File: src/inc/clock_mode_pkg.sv
package clock_mode_pkg;

  // register port geometry
  localparam int ADDR_W = 8;
  localparam int DATA_W = 8;

  // register offsets
  localparam logic [7:0] RESET_FLAGS_OFFSET = 8'h03;
  localparam logic [7:0] VCO_TARGET_OFFSET = 8'h04;
  localparam logic [7:0] REF_DIV_OFFSET = 8'h05;
  localparam logic [7:0] POST_DIV_OFFSET = 8'h06;
  localparam logic [7:0] STATUS_OFFSET = 8'h07;
  localparam logic [7:0] CLOCK_SELECT_OFFSET = 8'h09;
  localparam logic [7:0] WATCHDOG_CTRL_OFFSET = 8'h0C;
  localparam logic [7:0] OSC_CTRL_OFFSET = 8'h10;

  // reset values
  localparam logic [7:0] VCO_TARGET_RESET = 8'h32; // 50 MHz
  localparam logic [3:0] REF_DIV_RESET = 4'h0;
  localparam logic [4:0] POST_DIV_RESET = 5'h03; // vco divided by 4
  localparam logic [7:0] CLOCK_SELECT_RESET = 8'h80; // bus clock on pll
  localparam logic [7:0] WATCHDOG_CTRL_RESET = 8'h00;

  // field positions outside the structs
  localparam int STATUS_LOCK_BIT = 3;
  localparam int STATUS_OSC_UP_BIT = 0;
  localparam int OSC_CTRL_ENABLE_BIT = 7;

  // timing
  localparam int CLOCK_PERIOD_NS = 5;
  localparam int SWITCH_GAP_NS = 10;
  localparam int SWITCH_GAP_CYCLES = (SWITCH_GAP_NS + CLOCK_PERIOD_NS - 1) / CLOCK_PERIOD_NS;
  localparam int RESET_PULSE_NS = 640;
  localparam int RESET_PULSE_CYCLES = (RESET_PULSE_NS + CLOCK_PERIOD_NS - 1) / CLOCK_PERIOD_NS;
  localparam int PIN_MASK_NS = 20;
  localparam int PIN_MASK_CYCLES = (PIN_MASK_NS + CLOCK_PERIOD_NS - 1) / CLOCK_PERIOD_NS;

  typedef enum logic [1:0] {
    MODE_RUN = 2'b00,
    MODE_FULL_STOP = 2'b01,
    MODE_PSEUDO_STOP = 2'b10
  } stop_mode_e;

  typedef enum logic [1:0] {
    SRC_IRC = 2'b00,
    SRC_OSC = 2'b01,
    SRC_ACLK = 2'b10
  } timer_src_e;

  typedef struct packed {
    logic bus_clock_from_pll_select;
    logic pseudo_stop_select;
    logic cop_stop_aclk_disable;
    logic watchdog_clk_aclk_select;
    logic periodic_timer_pseudo_stop_enable;
    logic watchdog_pseudo_stop_enable;
    logic periodic_timer_clk_select;
    logic watchdog_clk_osc_select;
  } clock_select_s;

  typedef struct packed {
    logic window_enable;
    logic freeze_hold_timers;
    logic [2:0] spare;
    logic [2:0] watchdog_rate;
  } watchdog_ctrl_s;

  typedef struct packed {
    logic power_on;
    logic low_voltage;
    logic watchdog_timeout;
    logic osc_clock_loss;
    logic pll_clock_loss;
  } reset_sources_s;

  typedef struct packed {
    logic count_enable;
    timer_src_e source;
  } timer_clock_s;

endpackage

File: src/design/clock_mode_stop_control.sv
`timescale 1ns/100ps
// Summary of operation
// - after any reset the bus clock runs from the pll, internal reference mode
// - pll reset setup targets 50 MHz vco, post divider 0x03 gives divide by 4
// - in internal reference mode the pll reference is the 1 MHz internal clock
// - in bypass mode bus clock is osc clock, pll keeps running to qualify it
// - wait mode behaves exactly like run mode
// - stop instruction enters stop; pll, internal ref and core clocks off, bus clock gates ignore the mode
// - in stop low voltage interrupt and reset are off, power-on detect stays
// - full stop disables oscillator unless pseudo select and osc enable both set
// - full stop without aclk select halts watchdog and periodic timer
// - wake from full stop sets pll select, clears both osc timer selects
// - aclk select clocks watchdog from aclk; stop halts it only if disable set
// - full stop with aclk select halts periodic timer; watchdog stays on aclk
// - pseudo stop without aclk: each timer runs from osc if its enable set
// - pseudo stop with aclk: periodic timer runs from osc if its enable set
// - pseudo stop entry or exit leaves the three clock select bits alone
// - debug active with freeze bit set freezes both timers in run mode while both hold
// - during debug the watchdog can be forced to its longest time-out
// - reset pin is active low, async input, open-drain output on internal reset
// - system reset from power-on, low voltage, watchdog, osc loss, pll loss, pin
module clock_mode_stop_control #(
  parameter int RESET_PULSE = clock_mode_pkg::RESET_PULSE_CYCLES
) (
  input wire logic clock,
  input wire logic reset_n,
  input wire logic [clock_mode_pkg::ADDR_W-1:0] reg_addr,
  input wire logic [clock_mode_pkg::DATA_W-1:0] reg_wdata,
  input wire logic reg_write,
  input wire logic reg_read,
  output logic [clock_mode_pkg::DATA_W-1:0] reg_rdata,
  input wire logic stop_request,
  input wire logic wake_event,
  input wire logic background_debug_active,
  input wire logic osc_up_raw,
  input wire logic pll_lock_raw,
  input wire clock_mode_pkg::reset_sources_s reset_sources,
  input wire logic reset_pin_in,
  output logic reset_pin_out,
  output logic reset_pin_oe,
  output logic system_reset,
  output clock_mode_pkg::stop_mode_e stop_mode,
  output logic bus_clock_pll_gate,
  output logic bus_clock_osc_gate,
  output logic core_clock_enable,
  output logic pll_enable,
  output logic internal_ref_enable,
  output logic pll_ref_from_osc,
  output logic osc_run,
  output logic low_voltage_monitor_enable,
  output logic autonomous_periodic_enable,
  output logic [7:0] vco_target_mhz,
  output logic [3:0] ref_divider,
  output logic [4:0] post_divider,
  output clock_mode_pkg::timer_clock_s watchdog_clock,
  output clock_mode_pkg::timer_clock_s periodic_timer_clock,
  output logic watchdog_force_max
);

  clock_mode_pkg::clock_select_s clks_reg;
  clock_mode_pkg::watchdog_ctrl_s wdog_ctrl_reg;
  clock_mode_pkg::stop_mode_e mode_reg;
  clock_mode_pkg::stop_mode_e mode_next;
  clock_mode_pkg::timer_clock_s wdog_next;
  clock_mode_pkg::timer_clock_s rti_next;
  logic osc_enable_reg;
  logic [4:0] reset_flags_reg;
  logic [7:0] vco_reg;
  logic [3:0] ref_div_reg;
  logic [4:0] post_div_reg;
  logic [7:0] rdata_reg;
  logic [2:0] async_in;
  logic [2:0] sync1_reg;
  logic [2:0] sync2_reg;
  logic [2:0] sync3_reg;
  logic [2:0] filt_reg;
  logic osc_up_flag;
  logic pll_lock_flag;
  logic pin_low;
  logic pll_gate_reg;
  logic osc_gate_reg;
  logic [1:0] gap_reg;
  logic [7:0] pulse_reg;
  logic [2:0] pin_mask_reg;
  logic reset_trigger;
  logic wr_clks;
  logic [7:0] rd_mux;

  // external levels: three flops, a change counts once stages two and three agree
  assign async_in = {reset_pin_in, pll_lock_raw, osc_up_raw};
  genvar gi;
  generate
    for (gi = 0; gi < 3; gi++) begin : g_sync
      always_ff @(posedge clock) begin
        if (!reset_n) begin
          sync1_reg[gi] <= (gi == 2);
          sync2_reg[gi] <= (gi == 2);
          sync3_reg[gi] <= (gi == 2);
          filt_reg[gi] <= (gi == 2);
        end else begin
          sync1_reg[gi] <= async_in[gi];
          sync2_reg[gi] <= sync1_reg[gi];
          sync3_reg[gi] <= sync2_reg[gi];
          if (sync2_reg[gi] == sync3_reg[gi]) begin
            filt_reg[gi] <= sync3_reg[gi];
          end
        end
      end
    end
  endgenerate
  assign osc_up_flag = filt_reg[0] & osc_enable_reg;
  assign pll_lock_flag = filt_reg[1];
  assign pin_low = ~filt_reg[2];

  // stop mode sequencer; wait mode is never seen here, it is plain run
  always_comb begin
    mode_next = mode_reg;
    case (mode_reg)
      clock_mode_pkg::MODE_RUN: begin
        if (stop_request) begin
          if (clks_reg.pseudo_stop_select && osc_enable_reg) begin
            mode_next = clock_mode_pkg::MODE_PSEUDO_STOP;
          end else begin
            mode_next = clock_mode_pkg::MODE_FULL_STOP;
          end
        end
      end
      clock_mode_pkg::MODE_FULL_STOP, clock_mode_pkg::MODE_PSEUDO_STOP: begin
        if (wake_event) begin
          mode_next = clock_mode_pkg::MODE_RUN;
        end
      end
      default: mode_next = clock_mode_pkg::MODE_RUN;
    endcase
  end

  always_ff @(posedge clock) begin
    if (!reset_n) begin
      mode_reg <= clock_mode_pkg::MODE_RUN;
    end else begin
      mode_reg <= mode_next;
    end
  end

  assign wr_clks = reg_write && (reg_addr == clock_mode_pkg::CLOCK_SELECT_OFFSET);

  // clock select bits; wake from full stop forces the pll setup back
  always_ff @(posedge clock) begin
    if (!reset_n) begin
      clks_reg <= clock_mode_pkg::CLOCK_SELECT_RESET;
    end else if (mode_reg == clock_mode_pkg::MODE_FULL_STOP && wake_event) begin
      clks_reg.bus_clock_from_pll_select <= 1'b1;
      clks_reg.watchdog_clk_osc_select <= 1'b0;
      clks_reg.periodic_timer_clk_select <= 1'b0;
    end else if (wr_clks && mode_reg == clock_mode_pkg::MODE_RUN) begin
      clks_reg <= reg_wdata;
    end
  end

  // remaining software controls; no writes land while the core is stopped
  always_ff @(posedge clock) begin
    if (!reset_n) begin
      wdog_ctrl_reg <= clock_mode_pkg::WATCHDOG_CTRL_RESET;
      osc_enable_reg <= 1'b0;
      vco_reg <= clock_mode_pkg::VCO_TARGET_RESET;
      ref_div_reg <= clock_mode_pkg::REF_DIV_RESET;
      post_div_reg <= clock_mode_pkg::POST_DIV_RESET;
    end else if (reg_write && mode_reg == clock_mode_pkg::MODE_RUN) begin
      case (reg_addr)
        clock_mode_pkg::WATCHDOG_CTRL_OFFSET: begin
          wdog_ctrl_reg <= {reg_wdata[7:6], 3'h0, reg_wdata[2:0]};
        end
        clock_mode_pkg::OSC_CTRL_OFFSET: osc_enable_reg <= reg_wdata[clock_mode_pkg::OSC_CTRL_ENABLE_BIT];
        clock_mode_pkg::VCO_TARGET_OFFSET: vco_reg <= reg_wdata;
        clock_mode_pkg::REF_DIV_OFFSET: ref_div_reg <= reg_wdata[3:0];
        clock_mode_pkg::POST_DIV_OFFSET: post_div_reg <= reg_wdata[4:0];
        default: ;
      endcase
    end
  end

  // reset cause flags: write one clears, a new event in the same cycle wins
  always_ff @(posedge clock) begin
    if (!reset_n) begin
      reset_flags_reg <= 5'h00;
    end else begin
      reset_flags_reg <= (reset_flags_reg
        & ~((reg_write && reg_addr == clock_mode_pkg::RESET_FLAGS_OFFSET) ?
            reg_wdata[4:0] : 5'h00))
        | {reset_sources.power_on, reset_sources.low_voltage & low_voltage_monitor_enable,
           reset_sources.watchdog_timeout, reset_sources.osc_clock_loss,
           reset_sources.pll_clock_loss};
    end
  end

  // read data stands only in the cycle after the strobe
  always_comb begin
    rd_mux = 8'h00;
    case (reg_addr)
      clock_mode_pkg::RESET_FLAGS_OFFSET: rd_mux = {3'h0, reset_flags_reg};
      clock_mode_pkg::VCO_TARGET_OFFSET: rd_mux = vco_reg;
      clock_mode_pkg::REF_DIV_OFFSET: rd_mux = {4'h0, ref_div_reg};
      clock_mode_pkg::POST_DIV_OFFSET: rd_mux = {3'h0, post_div_reg};
      clock_mode_pkg::STATUS_OFFSET: begin
        rd_mux[clock_mode_pkg::STATUS_LOCK_BIT] = pll_lock_flag;
        rd_mux[clock_mode_pkg::STATUS_OSC_UP_BIT] = osc_up_flag;
      end
      clock_mode_pkg::CLOCK_SELECT_OFFSET: rd_mux = clks_reg;
      clock_mode_pkg::WATCHDOG_CTRL_OFFSET: rd_mux = wdog_ctrl_reg;
      clock_mode_pkg::OSC_CTRL_OFFSET: rd_mux[clock_mode_pkg::OSC_CTRL_ENABLE_BIT] = osc_enable_reg;
      default: rd_mux = 8'h00;
    endcase
  end

  always_ff @(posedge clock) begin
    if (!reset_n) begin
      rdata_reg <= 8'h00;
    end else begin
      rdata_reg <= reg_read ? rd_mux : 8'h00;
    end
  end
  assign reg_rdata = rdata_reg;

  // break-before-make: old gate drops, a dead gap, then the new gate rises
  always_ff @(posedge clock) begin
    if (!reset_n) begin
      pll_gate_reg <= 1'b1;
      osc_gate_reg <= 1'b0;
      gap_reg <= 2'h0;
    end else if (clks_reg.bus_clock_from_pll_select ? osc_gate_reg : pll_gate_reg) begin
      pll_gate_reg <= 1'b0;
      osc_gate_reg <= 1'b0;
      gap_reg <= 2'(clock_mode_pkg::SWITCH_GAP_CYCLES);
    end else if (gap_reg != 2'h0) begin
      gap_reg <= gap_reg - 2'h1;
    end else begin
      pll_gate_reg <= clks_reg.bus_clock_from_pll_select;
      osc_gate_reg <= ~clks_reg.bus_clock_from_pll_select && osc_up_flag;
    end
  end

  // timer clock selection across run, debug freeze and both stop modes
  always_comb begin
    wdog_next.count_enable = 1'b1;
    wdog_next.source = clks_reg.watchdog_clk_aclk_select ? clock_mode_pkg::SRC_ACLK :
      (clks_reg.watchdog_clk_osc_select ? clock_mode_pkg::SRC_OSC : clock_mode_pkg::SRC_IRC);
    rti_next.count_enable = 1'b1;
    rti_next.source = clks_reg.periodic_timer_clk_select ? clock_mode_pkg::SRC_OSC :
      clock_mode_pkg::SRC_IRC;
    case (mode_reg)
      clock_mode_pkg::MODE_RUN: begin
        if (background_debug_active && wdog_ctrl_reg.freeze_hold_timers) begin
          wdog_next.count_enable = 1'b0;
          rti_next.count_enable = 1'b0;
        end
      end
      clock_mode_pkg::MODE_FULL_STOP: begin
        rti_next.count_enable = 1'b0;
        wdog_next.count_enable = clks_reg.watchdog_clk_aclk_select
          && !clks_reg.cop_stop_aclk_disable;
      end
      clock_mode_pkg::MODE_PSEUDO_STOP: begin
        rti_next.source = clock_mode_pkg::SRC_OSC;
        rti_next.count_enable = clks_reg.periodic_timer_pseudo_stop_enable;
        if (clks_reg.watchdog_clk_aclk_select) begin
          wdog_next.count_enable = !clks_reg.cop_stop_aclk_disable;
        end else begin
          wdog_next.source = clock_mode_pkg::SRC_OSC;
          wdog_next.count_enable = clks_reg.watchdog_pseudo_stop_enable;
        end
      end
      default: begin
        wdog_next.count_enable = 1'b0;
        rti_next.count_enable = 1'b0;
      end
    endcase
  end

  // registered power and clock enables from the mode; pll reference from the oscillator
  always_ff @(posedge clock) begin
    if (!reset_n) begin
      core_clock_enable <= 1'b1;
      pll_enable <= 1'b1;
      internal_ref_enable <= 1'b1;
      pll_ref_from_osc <= 1'b0;
      osc_run <= 1'b0;
      low_voltage_monitor_enable <= 1'b1;
      watchdog_clock <= '0;
      periodic_timer_clock <= '0;
      watchdog_force_max <= 1'b0;
    end else begin
      core_clock_enable <= (mode_reg == clock_mode_pkg::MODE_RUN);
      pll_enable <= (mode_reg == clock_mode_pkg::MODE_RUN);
      internal_ref_enable <= (mode_reg == clock_mode_pkg::MODE_RUN);
      pll_ref_from_osc <= osc_enable_reg && osc_up_flag;
      osc_run <= osc_enable_reg && (mode_reg != clock_mode_pkg::MODE_FULL_STOP);
      low_voltage_monitor_enable <= (mode_reg == clock_mode_pkg::MODE_RUN);
      watchdog_clock <= wdog_next;
      periodic_timer_clock <= rti_next;
      // longest time-out only while debug runs the watchdog unfrozen
      watchdog_force_max <= background_debug_active && !wdog_ctrl_reg.freeze_hold_timers
        && (wdog_ctrl_reg.watchdog_rate != 3'h0);
    end
  end

  // the periodic interrupt keeps its own clock in every mode
  assign autonomous_periodic_enable = 1'b1;

  // reset sources; low voltage only counts while its monitor is on
  assign reset_trigger = reset_sources.power_on
    || (reset_sources.low_voltage && low_voltage_monitor_enable)
    || reset_sources.watchdog_timeout || reset_sources.osc_clock_loss
    || reset_sources.pll_clock_loss
    || (pin_low && pulse_reg == 8'h00 && pin_mask_reg == 3'h0);

  // stretch the pulse on the pin; mask our own echo while the pin recovers
  always_ff @(posedge clock) begin
    if (!reset_n) begin
      pulse_reg <= 8'h00;
      pin_mask_reg <= 3'h0;
    end else begin
      if (reset_trigger) begin
        pulse_reg <= 8'(RESET_PULSE);
      end else if (pulse_reg != 8'h00) begin
        pulse_reg <= pulse_reg - 8'h01;
      end
      if (pulse_reg != 8'h00) begin
        pin_mask_reg <= 3'(clock_mode_pkg::PIN_MASK_CYCLES);
      end else if (pin_mask_reg != 3'h0) begin
        pin_mask_reg <= pin_mask_reg - 3'h1;
      end
    end
  end

  assign system_reset = (pulse_reg != 8'h00);
  assign reset_pin_oe = (pulse_reg != 8'h00);
  assign reset_pin_out = 1'b0; // open drain only ever pulls low
  assign stop_mode = mode_reg;
  assign bus_clock_pll_gate = pll_gate_reg;
  assign bus_clock_osc_gate = osc_gate_reg;
  assign vco_target_mhz = vco_reg;
  assign ref_divider = ref_div_reg;
  assign post_divider = post_div_reg;
endmodule

File: config.mk
export PLATFORM = sky130hd
export DESIGN_NAME = clock_mode_stop_control
export DESIGN_NICKNAME = d
export VERILOG_FILES = /design/src/inc/clock_mode_pkg.sv /design/src/design/clock_mode_stop_control.sv
export SDC_FILE = /design/constraint.sdc
export NUM_CORES = 1
export LEC_CHECK = 0
export BUFFER_PORTS_ARGS = -buffer_cell sky130_fd_sc_hd__buf_2
export CORE_MARGIN = 10
export CORE_UTILIZATION = 37
export CTS_CLUSTER_DIAMETER = 80
export CTS_CLUSTER_SIZE = 30
export DETAILED_ROUTE_END_ITERATION = 7
export PLACE_DENSITY = 0.64
export SETUP_SLACK_MARGIN = 0.2
export SLEW_MARGIN = 20
export SYNTH_ARGS = -nofsm -noshare
export SYNTH_HDL_FRONTEND = slang
export SYNTH_SLANG_ARGS = --single-unit
File: constraint.sdc
create_clock -name clock -period 4 [get_ports clock]
set_input_delay 0.4 -clock clock [delete_from_list [all_inputs] [get_ports clock]]
set_output_delay 0.4 -clock clock [all_outputs]
set_load 0.02 [all_outputs]
; ---- Yosys cells after proc, flatten, opt, wreduce, memory -nomap -nowiden
; Index checks and enable logic that the tools add are counted.
[word_totals]
wordCells = 152
ff_bits = 83
out_inout_bits = 46
input_bits = 31
[classes]
n_mux = 29
n_addsub = 3
reduce_logical = 47
bitwise_logic = 9
eq_ne = 17
[op_table]
columns = op, count
row1 = $eq 8x3->1 const B, 4
row2 = $eq 8x4->1 const B, 2
row3 = $logic_and 1x1->1, 16
row4 = $mux 2, 8
row5 = $mux 8, 2
row6 = $reduce_and 2->1, 8
row7 = $pmux 3 s5, 1
row8 = $pmux 2 s6, 1
row9 = $reduce_or 2->1, 6
row10 = $eq 8x2->1 const B, 1
row11 = $eq 8x5->1 const B, 1
row12 = $logic_not 8->1, 1
row13 = $mux 1, 8
row14 = $reduce_bool 2->1, 4
row15 = $reduce_bool 8->1, 1
row16 = $sub 8x1->8 const B, 1
row17 = $pmux 1 s7, 1
row18 = $mux 3, 2
row19 = $ne 2x2->1 const B, 3
row20 = $pmux 1 s6, 1
row21 = $reduce_bool 3->1, 2
row22 = $and 5x5->5, 1
row23 = $logic_or 1x1->1, 5
row24 = $mux 5, 1
row25 = 17 further kinds, 24

; ---- Longest topological paths before layout
[logic_depth]
ltp_word = 7
depth_mapped = 7

; ---- Least setup slack after synthesis
; No wires, ideal clock.
[synth_timing]
kind = reg2out
start = reg pulse_reg[3]
end = out system_reset
required_ns = 3.600
t_arrival_ns = 1.607
path_buffers = 1
stages_incl_launch_ff = 5
setup_slack_ns = 1.993
path_cell_list = dfxtp_1 or4_1 nor3_2 inv_1 buf_4
[synth_via]
elab_chain_cells = 1
[synth_lines]
columns = element, line
row1 = from (decl), clock_mode_stop_control.sv:83  ; logic [7:0] pulse_reg;
row2 = from (signal assigned), clock_mode_stop_control.sv:323  ; pulse_reg <= 8'(RESET_PULSE);
row3 = from (signal assigned), clock_mode_stop_control.sv:325  ; pulse_reg <= pulse_reg - 8'h01;
row4 = $reduce_bool 8->1, -
row5 = to (decl), clock_mode_stop_control.sv:41  ; output logic system_reset,
; Every way passes these cells.

; ---- Worst setup path after layout
[layout_timing]
start = reg pulse_reg[3]
end = out reset_pin_oe
[layout_via]
elab_chain_cells = 1
[layout_lines]
columns = element, line
row1 = $reduce_bool 8->1, clock_mode_stop_control.sv:336  ; assign reset_pin_oe = (pulse_reg != 8'h00);
row2 = to (decl), clock_mode_stop_control.sv:40  ; output logic reset_pin_oe,
; Every way passes these cells.

==> out/metrics.yaml <==
outcome: "finished, final reports clean"
setup.worst_path.start_class: "register"
r2r-start: "stop_mode[0]$_SDFFE_PN0P_"
syn_area_per_cell_um2: 9.41
port_buffers: 73
synth_cells: 379
fin_skew_ns: 0.0113
tns_ns: 0
crit_type: "reg2out"
maxCapViolations: 0
die_h_um: 118
max_slew_margin: 0.334
ant_nets: 0
switching_share: 0.257
grt_max_degree: 37
hold_class: "in2reg"
reg2reg_depth: 6
worstSkewPairLatency_ns: 0.36
cts-buffers-inserted: 9
hold_start: "reset_pin_in"
hold_viol_final: 0
drc: 0
synth_seq_area_share: 0.461
async_flop_share: 0
min_delay_path_depth: 2
grt_pass1_wl_mm: 15.5
cts_sinks: 82
place.gp.congestion: 0.854
drv_slew: 0
period_needed_ns: 2.44
ys_seq_elements: 82
cts_setup_buffers: 0
dp_hpwl_mm: 7.24
comb_power_share: 0.098
fp.dieW_um: 118
grt_use_total: 0.135
cts_tree: "done"
synth_flop_cell: "dfxtp_1"
critPathMaxFanout: 8
min_to: "sync1_reg[2]$_SDFF_PN1_"
endpoint_kind: "output port"
clk_path_buf_depth: 2
synth.most_common_cell: "dfxtp_1"
path_clk_slew_ns: 0.08
p_seq_frac: 0.523
routed_via_density: 5.16
yosys_warnings: 0
std_cell_rows: 35
antenna_found_initial: 0
p_switching_mw: 0.413
firstDrtPassIters: 4
core_um2: 9330
final_nets: 481
clock_power_share: 0.379
power.leakage_nw: 1.76
fin_area_um2: 4180
pre_cts_ws_ns: 1.28
vias: 2974
synth_common_cells: "dfxtp_1, nor2_1, mux2i_1"
power_density_nw_per_um2: 385
areaGrowthSynthToFinish_pct: 17.3
io_pins: 77
cp_data_arrival_time_ns: 2.04
crit_required_ns: 3.60
diodes: 0
rsz0062_at_grt: "no"
fin_crit_sh: 0.610
start_util: 0.382
yosysUniqueCellTypes: 59
drtIter0Drc: 199
wirelength_mm: 9.74
max_freq_mhz: 410
synth_edf_count: 0
placed_area_um2: 3980
layout_setup_ws_ns: 1.56
grt_remaining_overflow: 0
dieArea_um2: 14000
tightest_slew_ns: 0.990
synth_top_area_share: 0.461
cts_resized: 0
cts_root_buf: "clkbuf_8"
htree_levels: 3
r2r-end: "vco_target_mhz[0]$_SDFFE_PN0P_"
synth.area.top_cells: "dfxtp_1, mux2i_1, nor2_1, nand2_1, ha_1"
p_int_mw: 1.20
grt_pass1_vias: 2902
detail_route.wl_per_cell_um: 16.9
yosys.area.top_type: "dfxtp_1"
ir_drop_mv: 0.181
netlist_area_um2: 3560
rrSetupSlack_ns: 1.70
ctsHoldBuffers: 0
drive_gt1_frac: 0.221
finalSetupViolCount: 0
-- power groups by stage --
| stage | Sequential, mW | Clock [mW] | Combinational [mW] |
|---|---|---|---|
| global route | 0.844 | 0.654 | 0.173 |
| detailed placement | 0.861 | 0 | 0.157 |
| floorplan | 0.866 | 0 | 0.102 |
| finish | 0.842 | 0.610 | 0.157 |
| CTS | 0.842 | 0.622 | 0.157 |
| global placement | 0.861 | 0 | 0.153 |
-- routing by layer --
layer / GRT usage / share of wire / vias to the layer above
met4: 0.0781 / 0.021 / 0
met2: 0.210 / 0.47 / 71
met3: 0.0290 / 0.053 / 16
met1: 0.168 / 0.45 / 1445
li1: - / - / 1442
met5: 0 / 0 / -
-- how the worst max path moves through the flow --
stage,start,to,cells past startpoint
finish,pulse_reg[3]$_SDFFE_PP0P_,reset_pin_oe,4
global route,pulse_reg[3]$_SDFFE_PP0P_,reset_pin_oe,4
CTS,stop_mode[0]$_SDFFE_PN0P_,vco_target_mhz[0]$_SDFFE_PN0P_,6
detailed placement,reg_addr[5],vco_target_mhz[0]$_SDFFE_PN0P_,5
global placement,reg_addr[5],vco_target_mhz[4]$_SDFFE_PN1P_,5
floorplan,pulse_reg[3]$_SDFFE_PP0P_,system_reset,4
-- critical path, stage by stage, from the launching register on --
cell and delay (ns):
dfxtp_1 0.35, or4_1 0.60, nor3_2 0.45, inv_1 0.10, buf_2 0.18
-- metrics by stage --
stage | power [mW] | instances | hold WS (ns) | util
6_report | 1.61 | 576 | 0.225 | 0.448
2_1_floorplan | 0.968 | 380 | 0.386 | -
3_5_place_dp | 1.02 | 560 | 0.410 | 0.426
3_3_place_gp | 1.01 | 560 | 0.388 | 0.426
5_1_grt | 1.67 | 576 | 0.226 | 0.448
4_1_cts | 1.62 | 576 | 0.216 | 0.447
-- final cells by class --
cell class | instances | area, um2
fillers | 921 | 5140
inverters | 15 | 56.3
repair buffers | 74 | 373
clock buffers | 12 | 145
flip-flops and latches | 82 | 1640
well taps | 129 | 161
multi-input cells | 260 | 1750
clock inverters | 4 | 51.3
-- kinds of logic after synthesis --
kind of cell,count (synthesis),share of synthesized area
adders and majority gates,8,0.0281
buffers and inverters,38,0.0509
other,2,0.00211
AOI/OAI and AO/OA,61,0.118
DFF,82,0.461
xor gates and xnor gates,4,0.00983
muxes,37,0.108
and+or+nand+nor,147,0.222
-- placed cells by master (no fill, tap or decap), types with 3 or more instances in the layout --
cell       n
a21boi_0   5
a21oi_1   19
a22o_1     6
a22oi_1    4
and2_1     7
and3_1     3
buf_2     73
clkbuf_8  10
conb_1     3
dfxtp_1   82
ha_1       8
inv_1     14
mux2i_1   34
nand2_1   30
nand2b_1   9
nand3_1    9
nor2_1    46
nor2b_1    7
nor3_1     7
nor4_1     5
nor4bb_1   3
o21a_1     6
o21ai_0    6
or2_2      3
Power figures use the tool's default switching activity.
